===== config.mk =====
export PLATFORM = sky130hd
export DESIGN_NAME = rvmss_top
export DESIGN_NICKNAME = d
export VERILOG_FILES = /design/src/pkg/rvmss_pkg.sv /design/src/verilog/rvmss_top.sv
export SDC_FILE = /design/constraint.sdc
export NUM_CORES = 1
export LEC_CHECK = 0
export ABC_CLOCK_PERIOD_IN_PS = 5900
export BUFFER_PORTS_ARGS = -buffer_cell sky130_fd_sc_hd__buf_2
export CAP_MARGIN = 20
export CORE_UTILIZATION = 28
export DETAILED_ROUTE_END_ITERATION = 10
export HOLD_SLACK_MARGIN = 0.02
export MAX_ROUTING_LAYER = met4
export SETUP_SLACK_MARGIN = 0.1
export SLEW_MARGIN = 15
export SYNTH_ARGS = -nofsm -noshare
export SYNTH_HDL_FRONTEND = slang
export SYNTH_SLANG_ARGS = --single-unit

===== constraint.sdc =====
create_clock -name ref_clk_in -period 5.9 [get_ports ref_clk_in]
set_input_delay 0.885 -clock ref_clk_in [delete_from_list [all_inputs] [get_ports ref_clk_in]]
set_output_delay 0.885 -clock ref_clk_in [all_outputs]
set_load 0.05 [all_outputs]

===== src/pkg/rvmss_pkg.sv =====
// constants for the relocatable vector map and source select block
package rvmss_pkg;
  localparam int          ADDR_W        = 12;
  localparam int          DATA_W        = 24;
  localparam int          VEC_NUM_W     = 6;
  localparam int          VEC_COUNT     = 64;
  localparam int          VEC_BYTES     = 4;
  localparam int          BASE_W        = 20;
  // register offsets as printed
  localparam logic [11:0] OFS_SEL_THIRD  = 12'h205;
  localparam logic [11:0] OFS_SEL_SECOND = 12'h206;
  localparam logic [11:0] OFS_SEL_MAIN   = 12'h207;
  localparam logic [11:0] OFS_AM_EN      = 12'h20E;
  localparam logic [11:0] OFS_AM_EN_UP   = 12'h20F;
  localparam logic [11:0] OFS_AM_VAL0    = 12'h210;
  localparam logic [11:0] OFS_AM_VAL1    = 12'h214;
  localparam logic [11:0] OFS_AM_VAL2    = 12'h218;
  localparam logic [11:0] OFS_AM_VAL3    = 12'h21C;
  localparam logic [7:0]  SEL_RESET      = 8'h00;
  localparam logic [23:0] AM_VAL_RESET   = 24'h000000;
  // field positions in the second source-select register
  localparam int          SEL2_I2C      = 2;
  localparam int          SEL2_SCLSDA   = 3;
  localparam int          SEL2_REMOTE0  = 4;
  localparam int          SEL2_REMOTE1  = 5;
  localparam int          SEL2_SER0     = 6;
  localparam int          SEL2_SER1     = 7;
  // interrupt vector numbers
  localparam int          VEC_TMR_B4    = 6;
  localparam int          VEC_TMR_B3    = 7;
  localparam int          VEC_EXT0      = 29;
  localparam int          VEC_EXT1      = 30;
  localparam int          VEC_EXT2      = 31;
  localparam int          VEC_SW_A_LO   = 32;
  localparam int          VEC_SW_A_HI   = 40;
  localparam int          VEC_DMA2      = 41;
  localparam int          VEC_DMA3      = 42;
  localparam int          VEC_S5_SS     = 43;
  localparam int          VEC_S5_TX     = 44;
  localparam int          VEC_S5_RX     = 45;
  localparam int          VEC_S6_SS     = 46;
  localparam int          VEC_S6_TX     = 47;
  localparam int          VEC_S6_RX     = 48;
  localparam int          VEC_S7_SS     = 49;
  localparam int          VEC_S7_TX     = 50;
  localparam int          VEC_S7_RX     = 51;
  localparam int          VEC_SW_B_LO   = 52;
  localparam int          VEC_SW_B_HI   = 58;
  localparam int          VEC_I2C       = 59;
  localparam int          VEC_SCLSDA    = 60;
  localparam int          VEC_SW_C_LO   = 61;
  localparam int          VEC_SW_C_HI   = 63;
  localparam int          VEC_LOW_HW_LO = 4;
  localparam int          VEC_LOW_HW_HI = 28;
endpackage : rvmss_pkg


===== src/verilog/rvmss_top.sv =====
// vector map, pending requests and source-select routing for vectors 6, 7, 29..31, 41..51, 59 and 60
`timescale 1ns/1ps
module rvmss_top
  import rvmss_pkg::*;
(
  input  wire logic                 ref_clk_in,
  input  wire logic                 resetn_in,
  // register port
  input  wire logic [ADDR_W-1:0]    reg_addr_in,
  input  wire logic [DATA_W-1:0]    reg_wdata_in,
  input  wire logic                 reg_wr_in,
  input  wire logic                 reg_rd_in,
  output logic      [DATA_W-1:0]    reg_rdata_out,
  // external interrupt pins, active low, asynchronous
  input  wire logic                 external_irq_pin_zero_in,
  input  wire logic                 external_irq_pin_one_in,
  input  wire logic                 external_irq_pin_two_in,
  // peripheral event pulses on ref_clk_in
  input  wire logic                 dma2_done_in,
  input  wire logic                 dma3_done_in,
  input  wire logic                 serial5_ss_in,
  input  wire logic                 serial5_tx_in,
  input  wire logic                 serial5_not_acknowledge_in,
  input  wire logic                 serial5_rx_in,
  input  wire logic                 serial5_acknowledge_in,
  input  wire logic                 cec1_in,
  input  wire logic                 cec2_in,
  input  wire logic                 serial6_ss_in,
  input  wire logic                 serial6_tx_in,
  input  wire logic                 serial6_not_acknowledge_in,
  input  wire logic                 serial6_rx_in,
  input  wire logic                 serial6_acknowledge_in,
  input  wire logic                 rtc_period_in,
  input  wire logic                 rtc_compare_in,
  input  wire logic                 serial7_ss_in,
  input  wire logic                 serial7_tx_in,
  input  wire logic                 serial7_not_acknowledge_in,
  input  wire logic                 serial7_rx_in,
  input  wire logic                 serial7_acknowledge_in,
  input  wire logic                 remote0_in,
  input  wire logic                 remote1_in,
  input  wire logic                 i2c_in,
  input  wire logic                 scl_sda_in,
  input  wire logic                 timer_b3_in,
  input  wire logic                 timer_b4_in,
  input  wire logic                 serial0_ss_in,
  input  wire logic                 serial1_ss_in,
  // cpu side
  input  wire logic [BASE_W-1:0]    table_base_in,
  input  wire logic                 fetch_req_in,
  input  wire logic [VEC_NUM_W-1:0] fetch_num_in,
  output logic      [VEC_COUNT-1:0] pending_out,
  output logic      [BASE_W-1:0]    vec_addr_out,
  output logic                      vec_valid_out,
  output logic                      vec_hw_out
);

  // reset release synchroniser
  logic rst_s1_r;
  logic rst_s2_r;
  always_ff @(posedge ref_clk_in or negedge resetn_in) begin
    if (!resetn_in) begin
      rst_s1_r <= 1'b0;
      rst_s2_r <= 1'b0;
    end else begin
      rst_s1_r <= 1'b1;
      rst_s2_r <= rst_s1_r;
    end
  end
  wire logic rstn = rst_s2_r;

  // true when a vector number has a hardware request source
  function automatic logic vec_has_hw(input logic [VEC_NUM_W-1:0] n);
    int v;
    v = int'(n);
    vec_has_hw = (v >= VEC_LOW_HW_LO && v <= VEC_LOW_HW_HI)
              || (v >= VEC_EXT0 && v <= VEC_EXT2)
              || (v >= VEC_DMA2 && v <= VEC_S7_RX)
              || v == VEC_I2C || v == VEC_SCLSDA;
  endfunction : vec_has_hw

  // software registers
  logic [7:0]        sel_third_r;
  logic [7:0]        sel_second_r;
  logic [7:0]        sel_main_r;
  logic [7:0]        am_en_r;
  logic [7:0]        am_en_up_r;
  logic [DATA_W-1:0] am_val_r [4];

  // register writes; reserved widths are simply truncated
  always_ff @(posedge ref_clk_in or negedge rstn) begin
    if (!rstn) begin
      sel_third_r  <= SEL_RESET;
      sel_second_r <= SEL_RESET;
      sel_main_r   <= SEL_RESET;
      am_en_r      <= SEL_RESET;
      am_en_up_r   <= SEL_RESET;
      for (int i = 0; i < 4; i++) begin
        am_val_r[i] <= AM_VAL_RESET;
      end
    end else if (reg_wr_in) begin
      unique case (reg_addr_in)
        OFS_SEL_THIRD:  sel_third_r  <= reg_wdata_in[7:0];
        OFS_SEL_SECOND: sel_second_r <= reg_wdata_in[7:0];
        OFS_SEL_MAIN:   sel_main_r   <= reg_wdata_in[7:0];
        OFS_AM_EN:      am_en_r      <= reg_wdata_in[7:0];
        OFS_AM_EN_UP:   am_en_up_r   <= reg_wdata_in[7:0];
        OFS_AM_VAL0:    am_val_r[0]  <= reg_wdata_in;
        OFS_AM_VAL1:    am_val_r[1]  <= reg_wdata_in;
        OFS_AM_VAL2:    am_val_r[2]  <= reg_wdata_in;
        OFS_AM_VAL3:    am_val_r[3]  <= reg_wdata_in;
        default: ;
      endcase
    end
  end

  // read data one cycle after the strobe; unmapped reads return zero
  always_ff @(posedge ref_clk_in or negedge rstn) begin
    if (!rstn) begin
      reg_rdata_out <= '0;
    end else if (reg_rd_in) begin
      unique case (reg_addr_in)
        OFS_SEL_THIRD:  reg_rdata_out <= {16'h0000, sel_third_r};
        OFS_SEL_SECOND: reg_rdata_out <= {16'h0000, sel_second_r};
        OFS_SEL_MAIN:   reg_rdata_out <= {16'h0000, sel_main_r};
        OFS_AM_EN:      reg_rdata_out <= {16'h0000, am_en_r};
        OFS_AM_EN_UP:   reg_rdata_out <= {16'h0000, am_en_up_r};
        OFS_AM_VAL0:    reg_rdata_out <= am_val_r[0];
        OFS_AM_VAL1:    reg_rdata_out <= am_val_r[1];
        OFS_AM_VAL2:    reg_rdata_out <= am_val_r[2];
        OFS_AM_VAL3:    reg_rdata_out <= am_val_r[3];
        default:        reg_rdata_out <= '0;
      endcase
    end else begin
      reg_rdata_out <= '0;
    end
  end

  // pins are asynchronous: two flops, then a falling-edge detector
  logic [2:0] pin_s1_r;
  logic [2:0] pin_s2_r;
  logic [2:0] pin_s3_r;
  always_ff @(posedge ref_clk_in or negedge rstn) begin
    if (!rstn) begin
      pin_s1_r <= 3'h7;
      pin_s2_r <= 3'h7;
      pin_s3_r <= 3'h7;
    end else begin
      pin_s1_r <= {external_irq_pin_two_in, external_irq_pin_one_in,
                   external_irq_pin_zero_in};
      pin_s2_r <= pin_s1_r;
      pin_s3_r <= pin_s2_r;
    end
  end
  wire logic [2:0] pin_fall = pin_s3_r & ~pin_s2_r;

  // routing of sources onto vectors; gating is per cycle, so a source
  // that is deselected can never set a request once the bit has moved
  logic [VEC_COUNT-1:0] req_vec;
  always_comb begin
    req_vec = '0;
    req_vec[VEC_TMR_B3] = sel_second_r[SEL2_SER0] ? serial0_ss_in
                                                  : timer_b3_in;
    req_vec[VEC_TMR_B4] = sel_second_r[SEL2_SER1] ? serial1_ss_in
                                                  : timer_b4_in;
    req_vec[VEC_EXT0]  = pin_fall[0];
    req_vec[VEC_EXT1]  = pin_fall[1];
    req_vec[VEC_EXT2]  = pin_fall[2];
    req_vec[VEC_DMA2]  = dma2_done_in;
    req_vec[VEC_DMA3]  = dma3_done_in;
    req_vec[VEC_S5_SS] = serial5_ss_in | cec1_in;
    req_vec[VEC_S5_TX] = serial5_tx_in | serial5_not_acknowledge_in
                       | cec2_in;
    req_vec[VEC_S5_RX] = serial5_rx_in | serial5_acknowledge_in;
    req_vec[VEC_S6_SS] = serial6_ss_in | rtc_period_in;
    req_vec[VEC_S6_TX] = serial6_tx_in | serial6_not_acknowledge_in
                       | rtc_compare_in;
    req_vec[VEC_S6_RX] = serial6_rx_in | serial6_acknowledge_in;
    req_vec[VEC_S7_SS] = sel_second_r[SEL2_REMOTE0] ? remote0_in
                       : serial7_ss_in;
    req_vec[VEC_S7_TX] = sel_second_r[SEL2_REMOTE1] ? remote1_in
                       : (serial7_tx_in | serial7_not_acknowledge_in);
    req_vec[VEC_S7_RX] = serial7_rx_in | serial7_acknowledge_in;
    req_vec[VEC_I2C]    = sel_second_r[SEL2_I2C] & i2c_in;
    req_vec[VEC_SCLSDA] = sel_second_r[SEL2_SCLSDA] & scl_sda_in;
    // vectors 32..40, 52..58, 61..63 stay zero: software only
  end

  // one sticky pending bit per vector; a new request beats the fetch clear
  wire logic [VEC_COUNT-1:0] fetch_clr =
    fetch_req_in ? (VEC_COUNT'(1) << fetch_num_in) : '0;
  genvar g;
  generate
    for (g = 0; g < VEC_COUNT; g++) begin : g_pend
      always_ff @(posedge ref_clk_in or negedge rstn) begin
        if (!rstn) begin
          pending_out[g] <= 1'b0;
        end else if (req_vec[g]) begin
          pending_out[g] <= 1'b1;
        end else if (fetch_clr[g]) begin
          pending_out[g] <= 1'b0;
        end
      end
    end
  endgenerate

  // vector address: table base plus four bytes per number
  always_ff @(posedge ref_clk_in or negedge rstn) begin
    if (!rstn) begin
      vec_addr_out  <= '0;
      vec_valid_out <= 1'b0;
      vec_hw_out    <= 1'b0;
    end else begin
      vec_valid_out <= fetch_req_in;
      if (fetch_req_in) begin
        vec_addr_out <= table_base_in
                      + BASE_W'({fetch_num_in, 2'b00});
        vec_hw_out   <= vec_has_hw(fetch_num_in);
      end
    end
  end

  // checks
  p_ext0 : assert property (@(posedge ref_clk_in) disable iff (!rstn)
    pin_s3_r[0] && !pin_s2_r[0] && !fetch_req_in |=> pending_out[VEC_EXT0])
    else $error("pin zero edge did not pend vector 29");
  property p_addr;
    @(posedge ref_clk_in) disable iff (!rstn)
      fetch_req_in |=> vec_valid_out && vec_addr_out ==
        $past(table_base_in) + BASE_W'({$past(fetch_num_in), 2'b00});
  endproperty
  a_addr : assert property (p_addr)
    else $error("vector address not base plus four times number");
  property p_addr41;
    @(posedge ref_clk_in) disable iff (!rstn)
      fetch_req_in && fetch_num_in == 6'h29 && table_base_in == '0
      |=> vec_addr_out == 20'h000A4;
  endproperty
  a_addr41 : assert property (p_addr41)
    else $error("vector 41 not at offset 164");
  property p_sw_only;
    @(posedge ref_clk_in) disable iff (!rstn)
      fetch_req_in && (fetch_num_in inside {[32:40], [52:58], [61:63]})
      |=> !vec_hw_out;
  endproperty
  a_sw_only : assert property (p_sw_only)
    else $error("software-only vector flagged as hardware");
  property p_sw_quiet;
    @(posedge ref_clk_in) disable iff (!rstn)
      $rose(pending_out[VEC_SW_B_LO]) |-> $past(fetch_req_in) == 1'b0
      && 1'b0;
  endproperty
  a_sw_quiet : assert property (p_sw_quiet)
    else $error("software-only vector pended by hardware");
  property p_i2c_gate;
    @(posedge ref_clk_in) disable iff (!rstn)
      !sel_second_r[SEL2_I2C] && !pending_out[VEC_I2C] |=>
        !pending_out[VEC_I2C];
  endproperty
  a_i2c_gate : assert property (p_i2c_gate)
    else $error("i2c pended while unselected");
  property p_remote0;
    @(posedge ref_clk_in) disable iff (!rstn)
      sel_second_r[SEL2_REMOTE0] && remote0_in |=> pending_out[VEC_S7_SS];
  endproperty
  a_remote0 : assert property (p_remote0)
    else $error("remote receiver zero not routed to vector 49");
  property p_desel;
    @(posedge ref_clk_in) disable iff (!rstn)
      sel_second_r[SEL2_REMOTE1] && !remote1_in
      && !pending_out[VEC_S7_TX] |=> !pending_out[VEC_S7_TX];
  endproperty
  a_desel : assert property (p_desel)
    else $error("deselected serial7 transmit set vector 50");
  property p_set_wins;
    @(posedge ref_clk_in) disable iff (!rstn)
      req_vec[VEC_DMA2] |=> pending_out[VEC_DMA2] [*1];
  endproperty
  a_set_wins : assert property (p_set_wins)
    else $error("dma2 request lost against a clear");
  property p_tb3;
    @(posedge ref_clk_in) disable iff (!rstn)
      !sel_second_r[SEL2_SER0] && timer_b3_in ##1 !fetch_req_in
      |-> pending_out[VEC_TMR_B3];
  endproperty
  a_tb3 : assert property (p_tb3)
    else $error("timer b3 not routed to vector 7");
  c_fetch  : cover property (@(posedge ref_clk_in) disable iff (!rstn)
    fetch_req_in && pending_out[fetch_num_in]);
  c_remote : cover property (@(posedge ref_clk_in) disable iff (!rstn)
    $rose(sel_second_r[SEL2_REMOTE1]) ##[1:20] remote1_in);
  c_i2c    : cover property (@(posedge ref_clk_in) disable iff (!rstn)
    $rose(pending_out[VEC_I2C]));

endmodule : rvmss_top


==> impl_metrics.sql <==
INSERT INTO impl_metrics (metric_group, metric, value, unit) VALUES
('drt', 'detailroute.wirelength.met2', '10400', 'um'),
('worst_setup_path', 'critPathArrivalTime', '3300', 'ps'),
('worst_setup_path', 'worstPathBufferInverterCount', '1', ''),
('place', 'place_ws', '2460', 'ps'),
('worst_setup_path', 'timing.critical_path.from_type', 'input pin', ''),
('cts', 'max-clock-path-buffers', '3', ''),
('place', 'routabilityCongestion', '0.779', ''),
('yosys', 'synth.top_cells.by_area', 'dfrtp_1, mux2_2, buf_4, dfstp_2, nand2_1', ''),
('floorplan', 'initial_utilization', '28.5', '%'),
('drt', 'drc', '0', ''),
('worst_setup_path', 'max_stage_delay', '640', 'ps'),
('power', 'power.density_cell_area', '285', 'nW/um^2'),
('place', 'hpwlAfterDp', '15400', 'um'),
('drt', 'dr.max_layer_used', 'met4', ''),
('drt', 'drt-wirelength-per-cell', '16.8', 'um'),
('yosys', 'synth-main-ff-cell', 'dfrtp_1', ''),
('yosys', 'syn_inst', '753', ''),
('timing', 'final.hold.worst_slack', '132', 'ps'),
('drt', 'route.detailed.vias_per_inst', '4.75', ''),
('yosys', 'synth_area_per_cell', '12.7', 'sq um'),
('global_route', 'vias_in_the_first_global_route', '6659', ''),
('yosys', 'synth.most_common_cell', 'dfrtp_1', ''),
('cts', 'cts.root.buffer_cell', 'clkbuf_16', ''),
('timing', 'max_freq', '345', 'MHz'),
('yosys', 'synth-edff-count', '0', ''),
('global_route', 'grt_pass1_wl', '37000', 'um'),
('yosys', 'post-synth-top-area-fraction', '52.9', '%'),
('power', 'sw_frac_of_total', '26.2', '%'),
('cts', 'cts_inserted_buffers', '24', ''),
('floorplan', 'die_area', '34800', 'sq um'),
('global_route', 'maximum_number_of_pins_on_one_net_before_global_route_repair', '133', ''),
('cts', 'clock_sinks', '211', ''),
('power', 'vdd_drop_max', '0.203', 'mV'),
('timing', 'worst-slew-pin-transition', '988', 'ps'),
('timing', 'final.setup.worst_slack', '3000', 'ps'),
('floorplan', 'io_pins', '209', ''),
('worst_setup_path', 'timing.critical_path.cells', 'buf_2, nor4b_2, nand3_2, nor2_4, nand2_2, mux2_2', ''),
('run', 'max_cap_viol_count', '0', ''),
('cts', 'cts_htree_levels', '1', ''),
('yosys', 'post_synthesis_sequential_area_ratio', '55.4', '%'),
('cts', 'postCtsResizedCells', '0', ''),
('final_layout', 'utilization', '34.0', '%'),
('power', 'clock_power_share', '43.8', '%'),
('power', 'power.total', '3.26', 'mW'),
('yosys', 'ys_warn_count', '0', ''),
('worst_setup_path', 'timing.critical_path.required', '6300', 'ps'),
('power', 'pwr-share-comb', '10.3', '%'),
('yosys', 'synth.distinct_cells', '62', ''),
('power', 'cell_internal_pwr', '2.40', 'mW'),
('final_layout', 'post_route_standard_cell_area_excluding_fillers', '11400', 'sq um'),
('place', 'cell_area_after_placement', '10600', 'sq um'),
('timing', 'timing.max_slew.rel_slack', '33.9', '%'),
('timing', 'slew_violations', '0', ''),
('worst_setup_path', 'regToRegEndpoint', 'vec_addr_out[2]', ''),
('power', 'p_leak', '5.46', 'nW'),
('final_layout', 'area_growth_syn_to_layout', '19.5', '%'),
('worst_setup_path', 'timing.setup.critical_path_class', 'in2reg', ''),
('worst_setup_path', 'reg2reg_slack', '4330', 'ps'),
('timing', 'finalHoldViolCount', '0', ''),
('cts', 'cts_hold_repair.buffers', '0', ''),
('drt', 'drt-total-wl', '23200', 'um'),
('timing', 'tns', '0', 'ps'),
('drt', 'routed-via-count', '6554', ''),
('yosys', 'synth.top_cells.by_count', 'dfrtp_1, mux2_2, buf_4', ''),
('yosys', 'flip_flop_and_latch_count_after_synthesis', '211', ''),
('run_status', 'run_status', 'finished clean', ''),
('floorplan', 'chipWidth', '187', 'um'),
('cts', 'post_cts.repair.setup_buffers', '0', ''),
('drt', 'met3WireLength', '1800', 'um'),
('global_route', 'antenna_found_initial', '2', ''),
('place', 'placed_cells_incl_taps', '1334', '');
-- cells in the final DEF (no fill, tap or decap), types with 6 or more instances in the layout --
| cell | instances |
|---|---|
| a21oi_1 | 27 |
| a221oi_1 | 8 |
| a222oi_1 | 16 |
| a22o_1 | 9 |
| a22oi_1 | 16 |
| a31oi_1 | 11 |
| buf_2 | 162 |
| clkbuf_1 | 9 |
| clkbuf_16 | 24 |
| conb_1 | 47 |
| dfrtp_1 | 201 |
| dfstp_2 | 9 |
| ha_1 | 6 |
| inv_1 | 11 |
| mux2_2 | 146 |
| nand2_1 | 46 |
| nand3_1 | 9 |
| nor2_1 | 26 |
| nor3_1 | 10 |
| o211ai_1 | 6 |
| o21ai_0 | 24 |
| xor2_1 | 8 |
-- layout make-up --
| class | count | area, sq um | share of cell area [%] |
|---|---|---|---|
| Timing Repair Buffer | 168 | 888 | 7.79 |
| Clock buffer | 37 | 689 | 6.04 |
| Tap cell | 448 | 561 | 4.91 |
| Clock inverter | 6 | 66.3 | 0.581 |
| Multi-Input combinational cell | 497 | 3860 | 33.8 |
| Sequential cell | 211 | 5300 | 46.4 |
| Inverter | 11 | 41.3 | 0.362 |
| Antenna cell | 2 | 5.00 | 0.0439 |
-- registers in the layout, summed over array words and instances (netlist names), 3 cells and up --
register	count
am_en_r	8
am_en_up_r	8
am_val_r	96
pending_out	18
pin_s1_r	3
pin_s2_r	3
pin_s3_r	3
reg_rdata_out	24
sel_main_r	8
sel_second_r	8
sel_third_r	8
vec_addr_out	20
-- kinds of logic (layout without fill, tap and decap cells) --
family	Yosys count	in the layout	share of synthesized area, %
flops	211	211	55.4
mux	152	152	18.0
simple gates	144	144	8.68
compound gates	137	137	9.99
buf+inv	90	222	5.91
xor+xnor	10	10	0.917
fa+ha+maj	7	7	0.996
other cells	2	49	0.0787
-- worst max path at each step --
| stage | start | to | slack, ps | cells after the start |
|---|---|---|---|---|
| floorplan | rst_s2_r | am_en_r[0] | 2440 | 0 |
| global placement | reg_addr_in[8] | am_val_r[67] | 2520 | 6 |
| detailed placement | reg_addr_in[8] | am_val_r[55] | 2460 | 6 |
| CTS | reg_addr_in[8] | am_val_r[55] | 3010 | 6 |
| global route | reg_addr_in[8] | am_val_r[54] | 2860 | 6 |
| finish | reg_addr_in[8] | am_val_r[55] | 3000 | 6 |
-- per-layer routing --
metal / global-route usage [%] / up-vias
li1: - / 3003
met3: 3.57 / 41
met4: 3.22 / 0
met1: 18.5 / 3253
met5: - / -
met2: 20.6 / 257
-- power by group through the flow --
stage	Clock (mW)	Combinational (mW)	Sequential, mW
detailed placement	0	0.327	1.53
global placement	0	0.325	1.53
floorplan	0	0.165	1.61
CTS	1.47	0.328	1.50
global route	1.53	0.362	1.50
finish	1.43	0.335	1.50
Note: power is estimated with default switching activity, not from simulation.
